`config.mk`:
```
export PLATFORM = sky130hd
export DESIGN_NAME = timer_block
export DESIGN_NICKNAME = d
export VERILOG_FILES = /design/src/inc/timer_pkg.sv /design/src/hw/timer_block.sv
export VERILOG_INCLUDE_DIRS = /design/src /design/src/inc
export SDC_FILE = /design/constraint.sdc
export NUM_CORES = 1
export LEC_CHECK = 0
export BUFFER_PORTS_ARGS = -buffer_cell sky130_fd_sc_hd__buf_2
export CAP_MARGIN = 20
export CORE_ASPECT_RATIO = 1.4
export CORE_MARGIN = 3
export CORE_UTILIZATION = 45
export DETAILED_ROUTE_END_ITERATION = 6
export GPL_ROUTABILITY_DRIVEN = 0
export PLACE_DENSITY = 0.58
export SLEW_MARGIN = 10
export SYNTH_ARGS = -nofsm -noshare
export SYNTH_HDL_FRONTEND = slang
export SYNTH_SLANG_ARGS = --single-unit
```
`constraint.sdc`:
```
create_clock -name clk_i -period 4.5 [get_ports clk_i]
set_input_delay 0.675 -clock clk_i [delete_from_list [all_inputs] [get_ports clk_i]]
set_output_delay 0.675 -clock clk_i [all_outputs]
set_load 0.05 [all_outputs]
```
`src/inc/timer_consts.svh`:
```
// Register offsets, bit positions and timing constants of the timer block
`ifndef TIMER_CONSTS_SVH
`define TIMER_CONSTS_SVH
`define ADR_TIMER_CTRL   8'h88
`define ADR_TIMER_MODE   8'h89
`define ADR_FT_LOW       8'h8A
`define ADR_ST_LOW       8'h8B
`define ADR_FT_HIGH      8'h8C
`define ADR_ST_HIGH      8'h8D
`define ADR_CLKDIV       8'h8E
`define ADR_IEN          8'hA8
`define ADR_IPRI         8'hB8
`define ADR_TT_CTRL      8'hC8
`define ADR_TT_RLD_LO    8'hCA
`define ADR_TT_RLD_HI    8'hCB
`define ADR_TT_CNT_LO    8'hCC
`define ADR_TT_CNT_HI    8'hCD
`define ADR_SER_CTRL     8'h87
`define RST_BYTE         8'h00
`define BIT_TF1          7
`define BIT_TR1          6
`define BIT_TF0          5
`define BIT_TR0          4
`define BIT_SECOND_TIMER_GATE_INPUT        7
`define BIT_CT1          6
`define BIT_FIRST_TIMER_GATE_INPUT        3
`define BIT_CT0          2
`define BIT_TF2          7
`define BIT_EXTERNAL_TRIGGER_FLAG         6
`define BIT_RCLK         5
`define BIT_TRANSMIT_BAUD_SELECT         4
`define BIT_EXEN         3
`define BIT_TR2          2
`define BIT_CT2          1
`define BIT_CPRL         0
`define BIT_PRE2         5
`define BIT_PRE1         4
`define BIT_PRE0         3
`define BIT_EA           7
`define BIT_ET2          5
`define BIT_PT2          5
`define BIT_SERIAL_DOUBLE_RATE_BIT         7
`define DIV_FAST         4'd3
`define DIV_SLOW         4'd11
`define LOW5_MAX         5'h1F
`endif

```
`src/inc/timer_pkg.sv`:
```
// Types shared by the timer block
package timer_pkg;
  typedef enum logic [1:0] {
    MODE_13BIT  = 2'b00,
    MODE_16BIT  = 2'b01,
    MODE_RELOAD = 2'b10,
    MODE_SPLIT  = 2'b11
  } tmode_t;
  typedef struct packed {
    logic [7:0] adr;
    logic       we;
    logic [7:0] dat;
  } bus_req_t;
endpackage

```
`src/hw/timer_block.sv`:
```
// Timer one/two/three counters with a classic Wishbone register slave
//
// Chosen here: the Wishbone interface to the registers.
`include "timer_consts.svh"
module timer_block
  import timer_pkg::*;
(
  // System
  input  wire logic       clk_i,
  input  wire logic       rst_i,
  // Wishbone slave
  input  wire logic       cyc_i,
  input  wire logic       stb_i,
  input  wire logic       we_i,
  input  wire logic [7:0] adr_i,
  input  wire logic       sel_i,
  input  wire logic [7:0] dat_i,
  output logic      [7:0] dat_o,
  output logic            ack_o,
  // Pins
  input  wire logic       t0_pin_i,
  input  wire logic       first_timer_gate_input_i,
  input  wire logic       t1_pin_i,
  input  wire logic       second_timer_gate_input_i,
  input  wire logic       third_timer_external_clock_i,
  input  wire logic       trigger_input_pin_i,
  // To core and UART
  output logic            third_irq_o,
  output logic            third_irq_high_o,
  output logic            tx_baud_tick_o,
  output logic            rx_baud_tick_o
);
  bus_req_t   req;
  logic [7:0] tcon_r, tmod_r, clock_divider_control_r, ie_r, ip_r, third_timer_control_r, pcon_r;
  logic [7:0] tl0_r, th0_r, tl1_r, th1_r, tl2_r, th2_r, rl2_r, rh2_r;
  logic [3:0] pre0_r, pre1_r, pre2_r;
  logic       t0_d_r, t1_d_r, t2_d_r, ex_d_r, half_r;
  logic       wr, tick0, tick1, tick2, fall2, fallx, t2ovf, baud;
  logic       inc0, inc0h, inc1, inc2, ovf0, ovf0h, ovf1;
  tmode_t     m0, m1;

  assign req   = '{adr: adr_i, we: we_i, dat: dat_i};
  assign wr    = cyc_i && stb_i && req.we && sel_i && !ack_o;
  assign m0    = tmode_t'(tmod_r[1:0]);
  assign m1    = tmode_t'(tmod_r[5:4]);
  assign baud  = third_timer_control_r[`BIT_RCLK] | third_timer_control_r[`BIT_TRANSMIT_BAUD_SELECT];

  // Bus answer one cycle after the request, then dropped
  always_ff @(posedge clk_i) begin
    if (rst_i) begin
      ack_o <= 1'b0;
      dat_o <= `RST_BYTE;
    end else begin
      ack_o <= cyc_i && stb_i && !ack_o;
      case (req.adr)
        `ADR_TIMER_CTRL: dat_o <= tcon_r;
        `ADR_TIMER_MODE: dat_o <= tmod_r;
        `ADR_FT_LOW:     dat_o <= tl0_r;
        `ADR_ST_LOW:     dat_o <= tl1_r;
        `ADR_FT_HIGH:    dat_o <= th0_r;
        `ADR_ST_HIGH:    dat_o <= th1_r;
        `ADR_CLKDIV:     dat_o <= clock_divider_control_r;
        `ADR_IEN:        dat_o <= ie_r;
        `ADR_IPRI:       dat_o <= ip_r;
        `ADR_TT_CTRL:    dat_o <= third_timer_control_r;
        `ADR_TT_RLD_LO:  dat_o <= rl2_r;
        `ADR_TT_RLD_HI:  dat_o <= rh2_r;
        `ADR_TT_CNT_LO:  dat_o <= tl2_r;
        `ADR_TT_CNT_HI:  dat_o <= th2_r;
        `ADR_SER_CTRL:   dat_o <= pcon_r;
        default:         dat_o <= `RST_BYTE;
      endcase
    end
  end

  // Plain configuration registers
  always_ff @(posedge clk_i) begin
    if (rst_i) begin
      tmod_r  <= `RST_BYTE;
      clock_divider_control_r <= `RST_BYTE;
      ie_r    <= `RST_BYTE;
      ip_r    <= `RST_BYTE;
      pcon_r  <= `RST_BYTE;
    end else if (wr) begin
      if (req.adr == `ADR_TIMER_MODE) tmod_r  <= req.dat;
      if (req.adr == `ADR_CLKDIV)     clock_divider_control_r <= req.dat;
      if (req.adr == `ADR_IEN)        ie_r    <= req.dat;
      if (req.adr == `ADR_IPRI)       ip_r    <= req.dat;
      if (req.adr == `ADR_SER_CTRL)   pcon_r  <= req.dat;
    end
  end

  // Input edge samplers, pins are already synchronous
  always_ff @(posedge clk_i) begin
    if (rst_i) begin
      t0_d_r <= 1'b0;
      t1_d_r <= 1'b0;
      t2_d_r <= 1'b0;
      ex_d_r <= 1'b0;
    end else begin
      t0_d_r <= t0_pin_i;
      t1_d_r <= t1_pin_i;
      t2_d_r <= third_timer_external_clock_i;
      ex_d_r <= trigger_input_pin_i;
    end
  end
  assign fall2 = t2_d_r && !third_timer_external_clock_i;
  assign fallx = ex_d_r && !trigger_input_pin_i &&
                 third_timer_control_r[`BIT_EXEN];

  // Prescalers: divide by 4 or 12 per prescale bit
  always_ff @(posedge clk_i) begin
    if (rst_i) begin
      pre0_r <= 4'h0;
      pre1_r <= 4'h0;
      pre2_r <= 4'h0;
    end else begin
      pre0_r <= tick0 ? 4'h0 : pre0_r + 4'h1;
      pre1_r <= tick1 ? 4'h0 : pre1_r + 4'h1;
      pre2_r <= tick2 ? 4'h0 : pre2_r + 4'h1;
    end
  end
  assign tick0 = pre0_r >= (clock_divider_control_r[`BIT_PRE0] ? `DIV_FAST : `DIV_SLOW);
  assign tick1 = pre1_r >= (clock_divider_control_r[`BIT_PRE1] ? `DIV_FAST : `DIV_SLOW);
  assign tick2 = pre2_r >= (clock_divider_control_r[`BIT_PRE2] ? `DIV_FAST : `DIV_SLOW);

  // First timer low byte in split mode, high byte on internal clock
  assign inc0  = tcon_r[`BIT_TR0] &&
                 (!tmod_r[`BIT_FIRST_TIMER_GATE_INPUT] || first_timer_gate_input_i) &&
                 (tmod_r[`BIT_CT0] ? (t0_d_r && !t0_pin_i) : tick0);
  assign ovf0  = inc0 && tl0_r == 8'hFF;
  assign inc0h = tcon_r[`BIT_TR1] && tick0;
  assign ovf0h = inc0h && th0_r == 8'hFF;

  // Second timer enable: run and gate; mode 3 holds
  assign inc1 = tcon_r[`BIT_TR1] && m1 != MODE_SPLIT &&
                (!tmod_r[`BIT_SECOND_TIMER_GATE_INPUT] || second_timer_gate_input_i) &&
                (tmod_r[`BIT_CT1] ? (t1_d_r && !t1_pin_i) : tick1);
  always_comb begin
    case (m1)
      MODE_13BIT:  ovf1 = inc1 && th1_r == 8'hFF &&
                          tl1_r[4:0] == `LOW5_MAX;
      MODE_16BIT:  ovf1 = inc1 && {th1_r, tl1_r} == 16'hFFFF;
      MODE_RELOAD: ovf1 = inc1 && tl1_r == 8'hFF;
      default:     ovf1 = 1'b0;
    endcase
  end

  // Counters of the first two timers; software writes take priority
  always_ff @(posedge clk_i) begin
    if (rst_i) begin
      tl0_r <= `RST_BYTE;
      th0_r <= `RST_BYTE;
      tl1_r <= `RST_BYTE;
      th1_r <= `RST_BYTE;
    end else begin
      if (wr && req.adr == `ADR_FT_LOW)
        tl0_r <= req.dat;
      else if (m0 == MODE_SPLIT && inc0)
        tl0_r <= tl0_r + 8'h01;
      if (wr && req.adr == `ADR_FT_HIGH)
        th0_r <= req.dat;
      else if (m0 == MODE_SPLIT && inc0h)
        th0_r <= th0_r + 8'h01;
      if (wr && req.adr == `ADR_ST_LOW) begin
        tl1_r <= req.dat;
      end else if (inc1) begin
        case (m1)
          MODE_13BIT:  tl1_r <= {tl1_r[7:5], tl1_r[4:0] + 5'h01};
          MODE_16BIT:  tl1_r <= tl1_r + 8'h01;
          MODE_RELOAD: tl1_r <= ovf1 ? th1_r : tl1_r + 8'h01;
          default:     tl1_r <= tl1_r;
        endcase
      end
      if (wr && req.adr == `ADR_ST_HIGH)
        th1_r <= req.dat;
      else if (inc1 && ((m1 == MODE_13BIT && tl1_r[4:0] == `LOW5_MAX) ||
                        (m1 == MODE_16BIT && tl1_r == 8'hFF)))
        th1_r <= th1_r + 8'h01;
    end
  end

  // Flags: hardware set wins over a software clear in the same cycle
  always_ff @(posedge clk_i) begin
    if (rst_i) begin
      tcon_r <= `RST_BYTE;
    end else begin
      if (wr && req.adr == `ADR_TIMER_CTRL)
        tcon_r <= req.dat;
      if (m0 == MODE_SPLIT ? ovf0h : ovf1)
        tcon_r[`BIT_TF1] <= 1'b1;
      if (m0 == MODE_SPLIT && ovf0)
        tcon_r[`BIT_TF0] <= 1'b1;
    end
  end

  // Third timer
  assign inc2  = third_timer_control_r[`BIT_TR2] &&
                 (third_timer_control_r[`BIT_CT2] ? fall2 :
                  (baud ? 1'b1 : tick2));
  assign t2ovf = inc2 && {th2_r, tl2_r} == 16'hFFFF;

  always_ff @(posedge clk_i) begin
    if (rst_i) begin
      tl2_r <= `RST_BYTE;
      th2_r <= `RST_BYTE;
      rl2_r <= `RST_BYTE;
      rh2_r <= `RST_BYTE;
    end else begin
      if (t2ovf && (baud || !third_timer_control_r[`BIT_CPRL])) begin
        {th2_r, tl2_r} <= {rh2_r, rl2_r};
      end else if (fallx && !baud && !third_timer_control_r[`BIT_CPRL]) begin
        {th2_r, tl2_r} <= {rh2_r, rl2_r};
      end else if (inc2) begin
        {th2_r, tl2_r} <= {th2_r, tl2_r} + 16'h0001;
      end
      if (wr && req.adr == `ADR_TT_CNT_LO) tl2_r <= req.dat;
      if (wr && req.adr == `ADR_TT_CNT_HI) th2_r <= req.dat;
      if (fallx && !baud && third_timer_control_r[`BIT_CPRL])
        {rh2_r, rl2_r} <= {th2_r, tl2_r};
      if (wr && req.adr == `ADR_TT_RLD_LO) rl2_r <= req.dat;
      if (wr && req.adr == `ADR_TT_RLD_HI) rh2_r <= req.dat;
    end
  end

  always_ff @(posedge clk_i) begin
    if (rst_i) begin
      third_timer_control_r <= `RST_BYTE;
    end else begin
      if (wr && req.adr == `ADR_TT_CTRL)
        third_timer_control_r <= req.dat;
      if (t2ovf && !baud)
        third_timer_control_r[`BIT_TF2] <= 1'b1;
      if (fallx)
        third_timer_control_r[`BIT_EXTERNAL_TRIGGER_FLAG] <= 1'b1;
    end
  end

  // Baud ticks: every second overflow, double-rate bit not consulted
  always_ff @(posedge clk_i) begin
    if (rst_i) begin
      half_r         <= 1'b0;
      tx_baud_tick_o <= 1'b0;
      rx_baud_tick_o <= 1'b0;
    end else begin
      if (t2ovf && baud)
        half_r <= !half_r;
      tx_baud_tick_o <= t2ovf && half_r && third_timer_control_r[`BIT_TRANSMIT_BAUD_SELECT];
      rx_baud_tick_o <= t2ovf && half_r && third_timer_control_r[`BIT_RCLK];
    end
  end

  // Interrupt request to the core
  always_ff @(posedge clk_i) begin
    if (rst_i) begin
      third_irq_o      <= 1'b0;
      third_irq_high_o <= 1'b0;
    end else begin
      third_irq_o <= ie_r[`BIT_EA] && ie_r[`BIT_ET2] &&
                     (third_timer_control_r[`BIT_TF2] || third_timer_control_r[`BIT_EXTERNAL_TRIGGER_FLAG]);
      third_irq_high_o <= ip_r[`BIT_PT2];
    end
  end

  // Checks
  a_tf2_hold: assert property (@(posedge clk_i) disable iff (rst_i)
    $fell(third_timer_control_r[`BIT_TF2]) |-> $past(wr) &&
      $past(req.adr) == `ADR_TT_CTRL)
    else $error("overflow flag cleared by hardware");
  a_no_tf2_baud: assert property (@(posedge clk_i) disable iff (rst_i)
    t2ovf && baud && !third_timer_control_r[`BIT_TF2] && !wr |=> !third_timer_control_r[`BIT_TF2])
    else $error("overflow flag set in baud use");
  a_t2_stop: assert property (@(posedge clk_i) disable iff (rst_i)
    !third_timer_control_r[`BIT_TR2] && !wr && !fallx |=> $stable({th2_r, tl2_r}))
    else $error("third count ran while stopped");
  a_reload_ovf: assert property (@(posedge clk_i) disable iff (rst_i)
    t2ovf && baud && !wr |=> {th2_r, tl2_r} == $past({rh2_r, rl2_r}))
    else $error("no reload");
  a_exf_set: assert property (@(posedge clk_i) disable iff (rst_i)
    fallx |=> third_timer_control_r[`BIT_EXTERNAL_TRIGGER_FLAG]) else $error("trigger flag lost");
  a_t1_hold: assert property (@(posedge clk_i) disable iff (rst_i)
    m1 == MODE_SPLIT && !wr |=> $stable(th1_r) && $stable(tl1_r))
    else $error("second count moved while halted");
  a_m2_reload: assert property (@(posedge clk_i) disable iff (rst_i)
    ovf1 && m1 == MODE_RELOAD && m0 != MODE_SPLIT && !wr |=>
      tl1_r == $past(th1_r) &&
      tcon_r[`BIT_TF1]) else $error("mode 2 reload");
  a_irq_gate: assert property (@(posedge clk_i) disable iff (rst_i)
    !ie_r[`BIT_EA] |=> !third_irq_o) else $error("irq ungated");
  a_capture: assert property (@(posedge clk_i) disable iff (rst_i)
    fallx && !baud && third_timer_control_r[`BIT_CPRL] && !wr |=>
      {rh2_r, rl2_r} == $past({th2_r, tl2_r}))
    else $error("capture missed");
  c_baud: cover property (@(posedge clk_i) tx_baud_tick_o);
  c_capture: cover property (@(posedge clk_i)
    fallx && third_timer_control_r[`BIT_CPRL]);
  c_split: cover property (@(posedge clk_i) m0 == MODE_SPLIT && ovf0h);
endmodule

```
==> results of run 1 <==
[layer usage]
metal	share of wire	wire, um	vias up
li1	-	-	3843
met1	0.44	12700	3929
met2	0.46	13400	311
met3	0.067	1950	62
met4	0.037	1070	2
met5	0.00024	7	-
[metrics by stage]
| step | setup WS, ns | total power, W | hold slack [ns] | std cells | util |
|---|---|---|---|---|---|
| global route | 1.38 | 0.00302 | 0.475 | 1281 | 0.511 |
| finish | 1.50 | 0.00293 | 0.447 | 1281 | 0.511 |
| CTS | 1.55 | 0.00295 | 0.449 | 1281 | 0.511 |
| global placement | 1.47 | 0.00153 | 0.434 | 1249 | 0.480 |
| detailed placement | 1.43 | 0.00153 | 0.441 | 1249 | 0.480 |
| floorplan | 2.05 | 0.00147 | 0.418 | 1025 | - |
[cell usage in the layout, fill, tap and decap left out, drive strengths merged, types with 22 or more instances in the layout]
master / Yosys / routed
dfxtp: 150 / 150
nor2: 139 / 139
mux2i: 89 / 89
nand2: 53 / 53
buf: 26 / 52
nand3: 43 / 43
a211oi: 36 / 36
a21oi: 35 / 35
o21ai: 27 / 27
inv: 22 / 27
xor2: 23 / 23
a22oi: 22 / 22
[cell families after synthesis]
logic type | count (synthesis) | share of synthesized area
adder cells (fa/ha/maj) | 16 | 0.0229
flip-flops | 150 | 0.343
AO/OA/AOI/OAI | 232 | 0.190
AND/OR/NAND/NOR | 391 | 0.239
XOR/XNOR | 40 | 0.0400
buffers and inverters | 95 | 0.0479
multiplexers | 101 | 0.117
[critical path, stage by stage, from the launching register on]
cell	delay, ns
dfxtp_1	0.52
ha_1	0.28
nand4_2	0.25
nor4_1	0.72
a31oi_1	0.47
buf_4	0.34
mux2i_1	0.13
a211oi_1	0.22
[power breakdown]
group / total (W) / internal, W / switching (W)
Sequential: 0.00134 / 0.00134 / 0.00000548
Combinational: 0.000162 / 0.0000400 / 0.000122
Clock: 0.00143 / 0.000814 / 0.000614
[cell type report]
class                      instances  area (um^2)
multi-input combinational        780         5350
timing repair buffer              52          293
tap                              244          305
fill                            1852         9210
sequential                       150         3000
clock inverter                    12          116
clock buffer                      20          467
inverter                          23         86.3
[how the worst max path moves through the flow]
stage                         from   endpoint  slack [ns]  depth (start not counted)
after global routing      tl2_r[0]   tl2_r[7]        1.38                          6
after global placement    adr_i[6]  pcon_r[3]        1.47                          6
after detailed placement  adr_i[6]  pcon_r[2]        1.43                          6
after floorplan           adr_i[5]  pcon_r[5]        2.05                          8
final                     tl2_r[0]   th2_r[1]        1.50                          7
after CTS                 tl2_r[0]   th2_r[3]        1.55                          6
==> flow_metrics.py, run 1 <==
metrics = {
    "outcome": {
        "status": "finished, final reports clean",
    },
    "yosys": {
        "synth_top_area_cell": "dfxtp_1",
        "synth.top_cells.by_count": "150 x dfxtp_1, 139 x nor2_1, 89 x mux2i_1, 53 x nand2_1, 43 x nand3_1",
        "async_flop_share": 0,
        "synth_seq_cells": 150,
        "synth_nets": 1069,
        "seq_area_frac_synth": 0.343,
        "synth_edf_count": 0,
        "yosysMostFrequentCell": "dfxtp_1",
        "ys.flop_type": "dfxtp_1",
        "yosys-top-cells-area": "dfxtp_1 34%, mux2i_1 10%, nor2_1 6.0%",
        "synth_top_area_share": 0.343,
        "synth_cell_types": 86,
        "yosysWarnings": 0,
        "synth.avg_cell_area_um2": 8.54,
        "synth_area_mm2": 0.00876,
        "syn_inst": 1025,
    },
    "grt": {
        "grt_max_degree": 79,
        "antenna_found_initial": 1,
        "met3_usage": 0.0559,
        "grt_pass1_vias": 7688,
        "grt_usage": 0.283,
        "grt_overflow_total": 0,
        "grt.busiest_layer": "met2",
        "grt_use_met1": 0.383,
        "global_route.usage.met2": 0.442,
        "grt_pass1_wl_mm": 45.8,
    },
    "drt": {
        "avgRoutedWirePerCell_um": 22.7,
        "drt_iter0_drc": 794,
        "firstDrtPassIters": 5,
        "finalWirelength_mm": 29.1,
        "ant_nets": 0,
        "avgViaCountPerCell": 6.36,
        "drcViolationCount": 0,
        "vias": 8147,
    },
    "floorplan": {
        "chipHeight_um": 171,
        "num_io_pins": 41,
        "floorplan.initialDensity": 0.465,
        "die_area_mm2": 0.0212,
        "dieWidth_um": 124,
        "coreArea_mm2": 0.0188,
        "rows": 59,
    },
    "sta": {
        "tns_ns": 0,
        "setup_viol": 0,
        "max_slew.worst_pin.slew_ns": 0.972,
        "period_share": 0.667,
        "max_freq_mhz": 333,
        "maxSlewViolCount": 0,
        "clock_skew_ns": 0.00992,
        "maxSlewHeadroom": 0.348,
        "rsz0062_at_grt": "no",
        "fin_crit_ns": 3.00,
        "hold_viol": 0,
    },
    "worst_setup_path": {
        "critPathKind": "reg2reg",
        "reg2reg_slack_ns": 1.50,
        "startpoint_type": "register",
        "reg2reg_depth": 7,
        "r2r-end": "th2_r[1]",
        "crit_path_max_fanout": 10,
        "worst_setup_path_end_kind": "register",
        "crit_arrival_ns": 3.35,
        "r2r-start": "tl2_r[0]",
        "crit_required_ns": 4.85,
    },
    "cells_and_area": {
        "layout-drive-gt1-share": 0.116,
        "fin_area_mm2": 0.00962,
        "nets": 1068,
        "diodes": 0,
        "syn_to_final_growth_pct": 9.83,
    },
    "placement": {
        "dpl_cell_area_mm2": 0.00903,
        "dp_hpwl_mm": 19.9,
        "port_buffers": 40,
    },
    "cts": {
        "clock_latency_ns": 0.43,
        "postCtsSetupRepairBufs": 0,
        "numCtsBuffers": 17,
        "clock_path_buffers": 2,
        "cts_root_buffer": "clkbuf_16",
        "htreeDepth": 4,
        "cts_tree": "yes",
        "cts.sinks": 150,
        "cts_resized": 0,
        "hold_buffers": 0,
        "clkSlewWorstSetupHoldPaths_ns": 0.06,
    },
    "job": {
        "maxCapViolCount": 0,
    },
    "min_path": {
        "hold_path_end": "pre1_r[0]",
        "min_from": "pre1_r[0]",
        "worstHoldPathType": "reg2reg",
        "hold_depth": 1,
    },
    "power_and_ir_drop": {
        "leakagePower_nw": 3.43,
        "peakVddDrop_mv": 0.236,
        "power_density_mw_per_mm2": 305,
    },
}
Power figures use the tool's default switching activity.
==> inputs of run 2 (changes only) <==
Clock period 4.5 ns to 2.9 ns, I/O delays scaled along.
==> flow_metrics.py, run 2 (synthesis results as in run 1) <==
metrics = {
    "worst_setup_path": {
        "path_cells": "ha_1 > nand3_1 > inv_1 > ha_1 > and2_1 > nand4_1 > a2111oi_4 > o22ai_1 > a211oi_1",
        "worst_setup_path_end_kind": "register",
        "startpoint_type": "register",
        "crit_required_ns": 3.24,
        "critPathSlowestCell": "a2111oi_4",
        "reg2reg_slack_ns": 0.26,
        "crit_top_cell": "ha_1",
        "crit_path_max_fanout": 7,
        "crit_arrival_ns": 2.97,
        "critPathKind": "reg2reg",
        "critPathMaxStageDelay_ns": 0.54,
    },
    "power_and_ir_drop": {
        "switching_share": 0.254,
        "leakagePower_nw": 3.70,
        "pwr-share-seq": 0.427,
        "internal_power_w": 0.00364,
        "power_density_mw_per_mm2": 485,
        "pwr-share-clk": 0.517,
        "combPwrFrac": 0.056,
        "power.switching_w": 0.00124,
        "peakVddDrop_mv": 0.376,
    },
    "placement": {
        "dp_hpwl_mm": 21.3,
        "dpl.cell_count": 1296,
        "port_buffers": 40,
    },
    "cts": {
        "htreeDepth": 4,
        "numCtsBuffers": 17,
        "clock_latency_ns": 0.44,
        "cts_root_buffer": "clkbuf_16",
        "cts.sinks": 150,
        "clock_path_buffers": 2,
        "clkSlewWorstSetupHoldPaths_ns": 0.07,
        "cts_tree": "yes",
    },
    "sta": {
        "hold_viol": 0,
        "fin_crit_ns": 2.64,
        "maxSlewViolCount": 0,
        "max_freq_mhz": 379,
        "rsz0062_at_grt": "no",
        "tns_ns": 0,
        "clock_skew_ns": 0.00726,
        "setup_viol": 0,
        "maxSlewHeadroom": 0.308,
        "period_share": 0.909,
        "max_slew.worst_pin.slew_ns": 1.03,
    },
    "cells_and_area": {
        "fin_cells": 1329,
        "nFillCells": 1778,
        "nets": 1115,
        "layout-drive-gt1-share": 0.154,
        "final_common_cell": "dfxtp_1",
        "final_cell_mix": "150 x dfxtp_1, 139 x nor2_1, 89 x mux2i_1",
        "syn_to_final_growth_pct": 14.9,
    },
    "grt": {
        "grt_usage": 0.289,
        "grt_pass1_wl_mm": 46.7,
        "grt_max_degree": 64,
        "grt_pass1_vias": 7990,
        "grt_overflow_total": 0,
        "antenna_found_initial": 0,
    },
    "drt": {
        "finalWirelength_mm": 30.1,
        "avgRoutedWirePerCell_um": 22.7,
        "vias": 8322,
        "avgViaCountPerCell": 6.26,
        "firstDrtPassIters": 5,
        "drt_iter0_drc": 903,
        "drcViolationCount": 0,
        "ant_nets": 0,
    },
    "floorplan": {
        "chipHeight_um": 171,
        "floorplan.initialDensity": 0.465,
        "rows": 59,
        "die_area_mm2": 0.0212,
        "coreArea_mm2": 0.0188,
        "dieWidth_um": 124,
        "num_io_pins": 41,
    },
    "outcome": {
        "status": "finished, final reports clean",
    },
    "job": {
        "maxCapViolCount": 0,
    },
    "min_path": {
        "worstHoldPathType": "in2reg",
    },
}
==> run 2: worst paths after layout <==
| path | cells after the start | from | to |
|---|---|---|---|
| worst min register to register | 1 | pre0_r[0] | pre0_r[0] |
| worst max-delay path | 9 | tl1_r[0] | tl1_r[3] |
| worst min-delay path | 2 | third_timer_external_clock_i | t2_d_r |
| worst max register to register | 9 | tl1_r[0] | tl1_r[3] |
==> run 2: what timing repair did <==
item | in CTS | in global routing
setup endpoints to repair | 0 | 1
hold buffers | 0 | 0
setup buffers | 0 | 0
gates resized for setup | 0 | 2
==> run 2: worst max-delay path: cells and delay by family, from the launching register on <==
kind / cells / cell delay [ns]
AOI/OAI and AO/OA: 3 / 1.04
adders and majority gates: 2 / 0.37
buffers and inverters: 1 / 0.14
DFF: 1 / 0.46
and+or+nand+nor: 3 / 0.52
==> run 2: layout make-up <==
cell class	instances	area, um^2	share of cell area
clock buffers	17	425	0.0423
diodes	1	2.50	0.000249
inverters	23	86.3	0.00858
multi-input cells	780	5360	0.533
repair buffers	99	646	0.0642
clock inverters	15	229	0.0228
flip-flops and latches	150	3000	0.299
well taps	244	305	0.0304
==> run 2: power by group through the flow <==
stage / clock [W] / combinational, W / sequential [W]
after floorplan: 0 / 0.000148 / 0.00213
after global placement: 0 / 0.000268 / 0.00213
after detailed placement: 0 / 0.000268 / 0.00213
after CTS: 0.00255 / 0.000268 / 0.00208
after global routing: 0.00263 / 0.000289 / 0.00208
final: 0.00252 / 0.000274 / 0.00208
==> run 2: per-layer routing <==
| layer | part of all wire | track usage | wire length, um | vias to the layer above |
|---|---|---|---|---|
| li1 | - | - | - | 3927 |
| met1 | 0.43 | 0.384 | 12900 | 3975 |
| met2 | 0.47 | 0.468 | 14200 | 340 |
| met3 | 0.068 | 0.0532 | 2050 | 80 |
| met4 | 0.030 | 0.102 | 904 | 0 |
| met5 | 0 | 0 | 0 | - |
==> run 2: stage by stage <==
| stage | power [W] | utilization | worst slack (ns) | hold WS [ns] | area, um^2 |
|---|---|---|---|---|---|
| after floorplan | 0.00228 | - | 0.631 | 0.418 | 8760 |
| after CTS | 0.00490 | 0.533 | 0.198 | 0.212 | 10000 |
| final | 0.00488 | 0.534 | 0.265 | 0.216 | 10100 |
| after global placement | 0.00240 | 0.499 | 0.246 | 0.435 | 9390 |
| after detailed placement | 0.00240 | 0.499 | 0.228 | 0.440 | 9390 |
| after global routing | 0.00500 | 0.534 | 0.0621 | 0.214 | 10100 |
==> inputs of run 3 (changes only) <==
Settings changed: CORE_UTILIZATION 45 to 55, PLACE_DENSITY 0.58 to 0.7.
==> flow_metrics.py, run 3 (synthesis results as in run 1) <==
metrics = {
    "power_and_ir_drop": {
        "power_density_mw_per_mm2": 459,
        "power.switching_w": 0.00114,
        "peakVddDrop_mv": 0.369,
        "internal_power_w": 0.00336,
        "combPwrFrac": 0.058,
        "leakagePower_nw": 3.59,
        "switching_share": 0.253,
        "pwr-share-clk": 0.479,
        "pwr-share-seq": 0.463,
    },
    "sta": {
        "max_slew.worst_pin.slew_ns": 0.983,
        "rsz0062_at_grt": "no",
        "period_share": 0.896,
        "tns_ns": 0,
        "maxSlewHeadroom": 0.339,
        "max_freq_mhz": 385,
        "hold_viol": 0,
        "fin_crit_ns": 2.60,
        "setup_viol": 0,
        "maxSlewViolCount": 0,
        "fin_ws_ns": 0.301,
        "clock_skew_ns": 0.00616,
    },
    "placement": {
        "dpl.cell_count": 1232,
        "place_ws_ns": 0.190,
        "dpl_cell_area_mm2": 0.00924,
        "dp_hpwl_mm": 19.4,
        "port_buffers": 40,
    },
    "drt": {
        "firstDrtPassIters": 7,
        "drcViolationCount": 3,
        "avgRoutedWirePerCell_um": 22.3,
        "finalWirelength_mm": 28.2,
        "vias": 8502,
        "drt_iter0_drc": 1074,
        "avgViaCountPerCell": 6.73,
        "ant_nets": 0,
    },
    "outcome": {
        "violations": "design-rule violations",
        "status": "finished with violations",
    },
    "worst_setup_path": {
        "path_cells": "ha_1 > nand3_1 > inv_1 > ha_1 > and2_1 > nand4_1 > a211oi_2 > mux2i_1 > a311oi_1",
        "cp.depth": 9,
        "crit_top_cell": "ha_1",
        "crit_required_ns": 3.23,
        "crit_path_max_fanout": 7,
        "critPathMaxStageDelay_ns": 0.54,
        "crit_arrival_ns": 2.93,
        "critPathKind": "reg2reg",
        "timing.critical_path.buf_inv": 1,
        "critPathSlowestCell": "a211oi_2",
        "worst_setup_path_end_kind": "register",
        "reg2reg_depth": 9,
        "cp_top_family": "compound AO/OA/AOI/OAI gates",
        "startpoint_type": "register",
    },
    "cts": {
        "cts_root_buffer": "clkbuf_16",
        "clock_latency_ns": 0.43,
        "cts_resized": 0,
        "cts_tree": "yes",
        "cts.sinks": 150,
        "clkSlewWorstSetupHoldPaths_ns": 0.06,
        "numCtsBuffers": 17,
        "clock_path_buffers": 2,
        "hold_buffers": 0,
        "postCtsSetupRepairBufs": 0,
        "htreeDepth": 4,
    },
    "cells_and_area": {
        "nets": 1103,
        "layout-drive-gt1-share": 0.143,
        "final_cell_mix": "150 x dfxtp_1, 139 x nor2_1, 89 x mux2i_1",
        "fin_cells": 1264,
        "fin_area_mm2": 0.00982,
        "final_common_cell": "dfxtp_1",
        "syn_to_final_growth_pct": 12.2,
        "diodes": 0,
    },
    "floorplan": {
        "die_area_mm2": 0.0175,
        "rows": 53,
        "coreArea_mm2": 0.0153,
        "floorplan.initialDensity": 0.572,
        "chipHeight_um": 155,
        "num_io_pins": 41,
        "dieWidth_um": 113,
    },
    "min_path": {
        "hold_depth": 2,
        "worstHoldPathType": "in2reg",
    },
    "grt": {
        "grt_usage": 0.323,
        "grt_overflow_total": 0,
        "grt_max_degree": 114,
        "grt_pass1_vias": 8013,
        "grt_pass1_wl_mm": 44.7,
        "antenna_found_initial": 0,
    },
    "job": {
        "maxCapViolCount": 0,
    },
}
## run 3: path summary, 6_finish.rpt
path         slack, ns         to                start
max               0.30   tl1_r[6]             tl1_r[0]
min               0.22     ex_d_r  trigger_input_pin_i
max reg2reg       0.30   tl1_r[6]             tl1_r[0]
min reg2reg       0.45  pre0_r[0]            pre0_r[0]
## run 3: layout make-up
| class | instances | area (um^2) |
|---|---|---|
| inverter | 23 | 86.3 |
| timing repair buffer | 87 | 568 |
| clock buffer | 20 | 447 |
| multi-input combinational | 780 | 5360 |
| clock inverter | 12 | 121 |
| sequential | 150 | 3000 |
| tap | 192 | 240 |
| fill | 1353 | 5490 |
## run 3: stage by stage
| stage | util | power, W | hold WS [ns] |
|---|---|---|---|
| global placement | 0.603 | 0.00238 | 0.433 |
| detailed placement | 0.603 | 0.00239 | 0.438 |
| floorplan | - | 0.00228 | 0.418 |
| global route | 0.641 | 0.00462 | 0.228 |
| finish | 0.641 | 0.00450 | 0.224 |
| CTS | 0.641 | 0.00451 | 0.221 |
## run 3: power by group through the flow
stage	clock network, W	registers [W]	logic (W)
after CTS	0.00217	0.00208	0.000258
after detailed placement	0	0.00213	0.000256
final	0.00216	0.00208	0.000263
after global placement	0	0.00213	0.000254
after global routing	0.00225	0.00208	0.000281
after floorplan	0	0.00213	0.000148
## run 3: worst register-to-register path, stage by stage (launching register included)
cell	delay (ns)
dfxtp_1	0.46
ha_1	0.22
nand3_1	0.17
inv_1	0.14
ha_1	0.15
and2_1	0.13
nand4_1	0.24
a211oi_2	0.54
mux2i_1	0.16
a311oi_1	0.29
## run 3: routing by layer
layer	wire [um]	share of wire	global-route usage
met5	0	0	0
met4	1040	0.037	0.127
met3	2580	0.091	0.0630
met2	13200	0.47	0.522
met1	11300	0.40	0.426
